<file path="config.mk">
export PLATFORM = sky130hd
export DESIGN_NAME = ssc_control
export DESIGN_NICKNAME = d
export VERILOG_FILES = /design/src/core/ssc_pkg.sv /design/src/core/ssc_control.sv
export SDC_FILE = /design/constraint.sdc
export NUM_CORES = 1
export LEC_CHECK = 0
export BUFFER_PORTS_ARGS = -buffer_cell sky130_fd_sc_hd__buf_2
export CAP_MARGIN = 30
export CELL_PAD_IN_SITES_DETAIL_PLACEMENT = 0
export CELL_PAD_IN_SITES_GLOBAL_PLACEMENT = 1
export CORE_MARGIN = 8
export CORE_UTILIZATION = 25
export DETAILED_ROUTE_END_ITERATION = 7
export GPL_TIMING_DRIVEN = 0
export PLACE_DENSITY = 0.52
export SLEW_MARGIN = 40
export SYNTH_ARGS = -nofsm -noshare
export SYNTH_HDL_FRONTEND = slang
export SYNTH_SLANG_ARGS = --single-unit
</file>
<file path="constraint.sdc">
create_clock -name clock -period 4.29 [get_ports clock]
set_clock_uncertainty 0.05 [all_clocks]
set_input_delay 0.2145 -clock clock [delete_from_list [all_inputs] [get_ports clock]]
set_output_delay 0.2145 -clock clock [all_outputs]
set_load 0.005 [all_outputs]
</file>
<file path="src/core/ssc_pkg.sv">
package ssc_pkg;
    // timing in printed units
    localparam int CLOCK_HZ              = 50_000_000;
    localparam int FIRST_UP_TIME_MS      = 5000;
    localparam int START_MIN_MS          = 200;
    localparam int START_MAX_MS          = 5000;
    localparam int RISK_TIME_MS          = 120;
    localparam int OUTPUT_SKEW_TIME_MS   = 18;
    localparam int TEST_PULSE_WIDTH_US   = 1400;
    localparam int TEST_PULSE_PERIOD_MS  = 300;
    localparam int FEEDBACK_SETTLE_MS    = 50;
    localparam int CYCLES_PER_MS         = CLOCK_HZ / 1000;
    localparam int CYCLES_PER_US         = CLOCK_HZ / 1000000;
    // every time rounds down through the integer cycles per ms or us (exact at 50 MHz)
    localparam int FIRST_UP_CYCLES       = FIRST_UP_TIME_MS * CYCLES_PER_MS;
    localparam int START_MIN_CYCLES      = START_MIN_MS * CYCLES_PER_MS;
    localparam int START_MAX_CYCLES      = START_MAX_MS * CYCLES_PER_MS;
    localparam int TEST_PULSE_CYCLES     = TEST_PULSE_WIDTH_US * CYCLES_PER_US;
    localparam int TEST_PERIOD_CYCLES    = TEST_PULSE_PERIOD_MS * CYCLES_PER_MS;
    localparam int FEEDBACK_SETTLE_CYCLES = FEEDBACK_SETTLE_MS * CYCLES_PER_MS;
    localparam int COUNT_W               = 32;
endpackage

</file>
<file path="src/core/ssc_control.sv">
`timescale 1ns/10ps
// Overview of operation
// - outputs off throughout power-up initialization
// - auto mode: run within 5 s
// - auto mode: transponder loss stops outputs
// - auto mode: return restarts without operator
// - manual mode: init done waits for start
// - manual run needs presence, no fault, pulse
// - manual mode: transponder loss stops outputs
// - manual mode: return needs new start
// - start high phase 200 ms to 5 s
// - overlong press ignored, fresh press needed
// - watch both contactor closed feedback contacts
// - contactors must follow commanded outputs
// - flag disagreement between both feedbacks
// - outputs off within 120 ms of loss
// - both outputs off within 18 ms
// - low test pulses while on, bounded
module ssc_control
    import ssc_pkg::*;
#(
    parameter int FIRST_UP_CYC   = FIRST_UP_CYCLES,
    parameter int START_MIN_CYC  = START_MIN_CYCLES,
    parameter int START_MAX_CYC  = START_MAX_CYCLES,
    parameter int PULSE_CYC      = TEST_PULSE_CYCLES,
    parameter int PERIOD_CYC     = TEST_PERIOD_CYCLES,
    parameter int SETTLE_CYC     = FEEDBACK_SETTLE_CYCLES
) (
    input  wire logic clock,
    input  wire logic reset_n,
    input  wire logic manual_mode,
    input  wire logic transponder_present,
    input  wire logic fault_in,
    input  wire logic start_in,
    input  wire logic first_contactor_nc,
    input  wire logic second_contactor_nc,
    output logic      redundant_safety_output_a,
    output logic      redundant_safety_output_b,
    output logic      running,
    output logic      waiting_start,
    output logic      feedback_fault
);
    // state flow: init always runs its full first-up time, even when
    // everything is ready early, so self-test time is never shortened.
    // auto mode: init -> run or stop, stop <-> run on presence.
    // manual mode: init -> wait, wait -> run on a valid press,
    // run -> stop on loss or fault, stop -> wait once clear.
    // every pin is seen two cycles late through its synchroniser;
    // the off limit leaves that delay far inside its margin.

    typedef enum logic [2:0] {ST_INIT, ST_WAIT_START, ST_RUN, ST_STOP} ssc_state_e;

    typedef struct packed {
        ssc_state_e             state;
        logic [1:0]             sync_present;
        logic [1:0]             sync_fault;
        logic [1:0]             sync_start;
        logic [1:0]             sync_mode;
        logic [1:0]             sync_fb1;
        logic [1:0]             sync_fb2;
        logic                   start_prev;
        logic                   press_valid;
        logic                   start_ok;
        logic [COUNT_W-1:0]     init_cnt;
        logic [COUNT_W-1:0]     press_cnt;
        logic [COUNT_W-1:0]     test_cnt;
        logic [COUNT_W-1:0]     fb_cnt;
        logic                   fb_fault;
        logic                   out_a;
        logic                   out_b;
    } ssc_s;

    ssc_s r;
    ssc_s next_r;

    logic present;
    logic fault;
    logic start_lvl;
    logic mode_manual;
    logic fb1;
    logic fb2;
    logic any_fault;
    logic cmd_on;
    logic test_low;

    // two-stage synchroniser; logic reads only stage 1
    function automatic logic [1:0] sync_shift(input logic [1:0] stages, input logic pin);
        sync_shift = {stages[0], pin};
    endfunction

    always_comb begin
        next_r = r;
        present     = r.sync_present[1];
        fault       = r.sync_fault[1];
        start_lvl   = r.sync_start[1];
        mode_manual = r.sync_mode[1];
        fb1         = r.sync_fb1[1];
        fb2         = r.sync_fb2[1];

        next_r.sync_present = sync_shift(r.sync_present, transponder_present);
        next_r.sync_fault   = sync_shift(r.sync_fault, fault_in);
        next_r.sync_start   = sync_shift(r.sync_start, start_in);
        next_r.sync_mode    = sync_shift(r.sync_mode, manual_mode);
        next_r.sync_fb1     = sync_shift(r.sync_fb1, first_contactor_nc);
        next_r.sync_fb2     = sync_shift(r.sync_fb2, second_contactor_nc);

        // press timing; counter saturates just past the limit
        next_r.start_prev = start_lvl;
        next_r.start_ok   = 1'b0;
        if (start_lvl && !r.start_prev) begin
            next_r.press_cnt   = '0;
            next_r.press_valid = 1'b1;
        end else if (start_lvl) begin
            if (r.press_cnt < COUNT_W'(START_MAX_CYC))
                next_r.press_cnt = r.press_cnt + 1'b1;
            else
                next_r.press_valid = 1'b0;
        end else if (r.start_prev) begin
            // release completes the low-high-low sequence; held count is one
            // below the synced high time, so both bounds land on the limits
            if (r.press_valid && r.press_cnt >= COUNT_W'(START_MIN_CYC - 1)
                    && r.press_cnt < COUNT_W'(START_MAX_CYC))
                next_r.start_ok = 1'b1;
            next_r.press_valid = 1'b0;
        end

        // contactor feedback: nc contact closed means contactor released
        // settle window hides contactor travel and test pulse echoes
        cmd_on = r.out_a | r.out_b;
        if ((fb1 != fb2) || (fb1 == cmd_on)) begin
            if (r.fb_cnt < COUNT_W'(SETTLE_CYC))
                next_r.fb_cnt = r.fb_cnt + 1'b1;
            else
                next_r.fb_fault = 1'b1;
        end else begin
            next_r.fb_cnt = '0;
            if (!cmd_on)
                next_r.fb_fault = 1'b0;
        end
        // fault stays until contacts agree with outputs off
        any_fault = fault | r.fb_fault;

        case (r.state)
            ST_INIT: begin
                // a fault at the end of init holds the block here
                next_r.init_cnt = r.init_cnt + 1'b1;
                if (r.init_cnt >= COUNT_W'(FIRST_UP_CYC - 1)) begin
                    next_r.init_cnt = r.init_cnt;
                    if (!any_fault) begin
                        if (mode_manual)
                            next_r.state = ST_WAIT_START;
                        else if (present)
                            next_r.state = ST_RUN;
                        else
                            // guard open at start-up parks in stop
                            next_r.state = ST_STOP;
                    end
                end
            end
            ST_WAIT_START: begin
                // start_ok lasts one cycle; a press ended elsewhere is lost
                if (present && !any_fault && r.start_ok)
                    next_r.state = ST_RUN;
            end
            ST_RUN: begin
                // loss and fault share one path; outputs drop on that edge
                if (!present || any_fault)
                    next_r.state = ST_STOP;
            end
            ST_STOP: begin
                if (present && !any_fault) begin
                    // manual restart always goes back through wait
                    if (mode_manual)
                        next_r.state = ST_WAIT_START;
                    else
                        next_r.state = ST_RUN;
                end
            end
            default: next_r.state = ST_INIT;
        endcase

        // test pulses only while on; width well inside period
        // pulse phase restarts on every run entry
        if (r.state == ST_RUN) begin
            if (r.test_cnt >= COUNT_W'(PERIOD_CYC - 1))
                next_r.test_cnt = '0;
            else
                next_r.test_cnt = r.test_cnt + 1'b1;
        end else begin
            next_r.test_cnt = '0;
        end
        test_low = (r.test_cnt >= COUNT_W'(PERIOD_CYC - PULSE_CYC));

        // both outputs from one state: off together, skew zero
        next_r.out_a = (next_r.state == ST_RUN) && (r.state == ST_RUN) && !test_low;
        next_r.out_b = (next_r.state == ST_RUN) && (r.state == ST_RUN) && !test_low;
        // state change into run waits one cycle so outputs rise cleanly
        if (next_r.state == ST_RUN && r.state != ST_RUN) begin
            next_r.out_a = 1'b0;
            next_r.out_b = 1'b0;
        end
    end

    // init encodes as zero, the state assignment only makes that explicit
    always_ff @(posedge clock or negedge reset_n) begin
        if (!reset_n) begin
            r       <= '0;
            r.state <= ST_INIT;
        end else begin
            r <= next_r;
        end
    end

    assign redundant_safety_output_a = r.out_a;
    assign redundant_safety_output_b = r.out_b;
    assign running                   = (r.state == ST_RUN);
    assign waiting_start             = (r.state == ST_WAIT_START);
    assign feedback_fault            = r.fb_fault;
endmodule

</file>
==> flow_summary.yaml <==
power_and_ir_drop:
  vdd.ir_drop.worst_uv: 243
  p_leak_nw: 3.46
  p_int_mw: 2.37
  p_comb_share_pct: 5.8
  swShare_pct: 24.9
  powerDensity_nw_per_um2: 378
  p_seq_share_pct: 48.0
  pwr-share-clk_pct: 46.3
  power.total_mw: 3.16
  power.switching_uw: 787
cts:
  cts-root-buf: "clkbuf_16"
  numCtsBuffers: 17
  clock_path_buffers: 2
  tritoncts: "yes"
  ctsResizeCount: 0
  cts_sinks: 148
  htreeDepth: 4
  insertion_delay_ns: 0.43
  clkTransAtPathRegs_ns: 0.06
yosys:
  synth_area_leaders: "dfrtp_1 (52%), xnor2_1 (6.1%), nor2_1 (4.3%), nand3_1 (3.5%), nand2_1 (3.4%)"
  syn_inst: 707
  synth_top_family_by_area: "simple AND/OR/NAND/NOR gates"
  ys_ff_latch: 148
  synth_top_area_share_pct: 52.3
  async_flop_share_pct: 100
  synth_seq_area_share_pct: 52.3
  yosys.area_share.xor_xnor_pct: 8.41
  yosysMostFrequentCell: "dfrtp_1"
  synth_edf_count: 0
  yosys_warnings: 0
  syn_avg_cell_area_sq_um: 10.0
  ys.flop_type: "dfrtp_1"
  synthSimpleGateAreaFrac_pct: 25.3
  synth_top_area_cell: "dfrtp_1"
  netlist_top_cells_count: "dfrtp_1 (148), nor2_1 (82), nand2_1 (65)"
  synth.distinct_cells: 72
  muxShareOfSynthArea_pct: 0.725
  synth-adder-area-share_pct: 0.884
  syn_area_sq_um: 7080
  synth_compound_area_share_pct: 9.81
floorplan:
  start_util_pct: 25.4
  ios: 13
  rows: 61
  core_sq_um: 27900
  dieHeight_microns: 184
  dieArea_sq_um: 34000
  die_x_microns: 184
cells_and_area:
  antenna-diode-count: 0
  finish.utilization_pct: 30.0
  drive_gt1_share_pct: 9.51
  finalNetCount: 768
  syn_to_final_growth_pct: 18.0
  nFillCells: 2913
sta:
  fin_setup_tns_ns: 0
  period_minus_slack_ns: 2.76
  tightest_slew_ns: 0.791
  final-hold-violation-count: 0
  period_share_pct: 64.4
  fmax_mhz: 362
  setup_violations: 0
  final_max_slew_viol_count: 0
  rsz0062_at_grt: "no"
  slew_headroom_pct: 47.0
critical_path:
  cp_max_fo: 10
  cpMaxStageDelayCell: "a31oi_1"
  critPathCaptureType: "register"
  start_kind: "register"
  critPathMaxStageDelay_ns: 0.64
  cp.arrival_ns: 2.99
  required_ns: 4.52
  worstPathCellList: "nor4_4 > o311ai_2 > a31oi_1 > buf_4 > nand2_1 > a2111oi_1"
  path_class: "reg2reg"
run_status:
  status: "complete, no violations"
place:
  portBuffers: 12
  dp_hpwl_microns: 11200
  place_congestion: 0.752
drt:
  drt-total-wl_microns: 16500
  via_per_inst: 4.57
  routedWlPerCell_microns: 14.4
  drcViolationCount: 0
  dr.pass1.iters: 5
  vias: 5232
  first_iter_violations: 281
  ant_nets: 0
global_route:
  grt_max_degree: 63
  grt_pass1_wl_microns: 28000
  overflow: 0
  grtUsageTotal_pct: 10.4
  antenna_found_initial: 0
  grt_pass1_vias: 5257
min_path:
  hold_path.class: "in2async"
flow_run:
  maxCapViolations: 0
==> routing by layer <==
layer / track usage (%) / share of wire [%] / up-vias
met4: 3.36 / 1.2 / 0
met1: 13.9 / 51 / 2535
met5: 0 / 0 / -
li1: - / - / 2639
met3: 2.56 / 2.6 / 14
met2: 16.2 / 46 / 44
==> worst max-delay path: cells and delay by family, from the launching register on <==
family,cells,cell delay [ns]
AO/OA/AOI/OAI,3,1.31
buffers and inverters,1,0.33
flip-flops,1,0.41
AND/OR/NAND/NOR,2,0.52
==> flip-flops by register name (all words and copies together), names as in the netlist <==
signal	count
fault	1
fb1	1
fb2	1
feedback_fault	1
mode_manual	1
next_r	7
present	1
r	134
redundant_safety_output_a	1
==> per-stage QoR <==
stage	instances	setup WS [ns]	hold slack [ns]	instance area (sq um)
after floorplan	715	2.09	-0.131	7110
after global placement	1105	0.476	0.273	7640
after detailed placement	1107	1.57	0.0479	7710
after CTS	1146	1.51	0.176	8350
after global routing	1146	1.32	0.202	8350
final	1146	1.53	0.191	8350
==> power by group through the flow <==
stage / sequential [mW] / clock, mW / combinational [mW]
2_1_floorplan: 1.53 / 0 / 0.113
3_3_place_gp: 1.54 / 0 / 0.176
3_5_place_dp: 1.54 / 0 / 0.183
4_1_cts: 1.51 / 1.52 / 0.190
5_1_grt: 1.52 / 1.57 / 0.212
6_report: 1.51 / 1.46 / 0.182
==> cell families (layout without fill, tap and decap cells) <==
logic type	count (synthesis)	in the layout
and+or+nand+nor	347	347
xor gates and xnor gates	68	68
AOI/OAI and AO/OA	92	92
adders and majority gates	5	5
muxes	5	5
other	1	9
buffers and inverters	41	94
DFF	148	148
==> cell type report <==
class / count / area (sq um) / area share [%]
inverter: 13 / 48.8 / 0.584
clock inverter: 12 / 119 / 1.42
sequential: 148 / 3700 / 44.3
buffer: 28 / 129 / 1.54
timing repair buffer: 21 / 195 / 2.34
clock buffer: 20 / 457 / 5.47
multi-input combinational: 526 / 3230 / 38.6
tap: 378 / 473 / 5.66
==> cells in the final DEF, fill, tap and decap left out, types with 3 or more instances in the layout <==
| master | n |
|---|---|
| buf_2 | 15 |
| nor4_1 | 18 |
| ha_1 | 5 |
| o211ai_1 | 6 |
| o21bai_1 | 3 |
| a21o_1 | 5 |
| and4_1 | 6 |
| mux2i_1 | 4 |
| or4_1 | 5 |
| inv_6 | 4 |
| clkinvlp_4 | 6 |
| o311ai_0 | 4 |
| and3_1 | 28 |
| o21ai_0 | 15 |
| clkbuf_1 | 20 |
| or3_1 | 6 |
| inv_1 | 12 |
| nand2b_1 | 9 |
| a31o_2 | 3 |
| nand3_1 | 50 |
| nand2_1 | 65 |
| or2_2 | 3 |
| dfrtp_1 | 148 |
| nor2_1 | 82 |
| clkbuf_16 | 17 |
| a21oi_1 | 14 |
| o31ai_1 | 7 |
| xor2_1 | 19 |
| buf_4 | 3 |
| and2_1 | 6 |
| dlygate4sd3_1 | 7 |
| xnor2_1 | 49 |
| nand4_1 | 26 |
| nor3b_1 | 3 |
| a31oi_1 | 5 |
| conb_1 | 9 |
| nor3_1 | 27 |
==> worst paths after layout <==
kind / cells past startpoint / end / from / slack [ns]
setup / recovery: 6 / r[131] / r[95] / 1.53
hold / removal: 2 / r[11] / reset_n / 0.19
setup reg to reg: 6 / r[131] / r[95] / 1.53
hold reg to reg: 0 / next_r[133] / next_r[141] / 0.30
max in group asynchronous: 3 / r[81] / reset_n / 3.40
min in group clock: 0 / next_r[133] / next_r[141] / 0.30
==> repair_timing <==
item,CTS,global route
setup buffers,0,0
hold endpoints to repair,154,0
hold buffers,7,0
No activity file was read; power rests on OpenSTA's default activity.
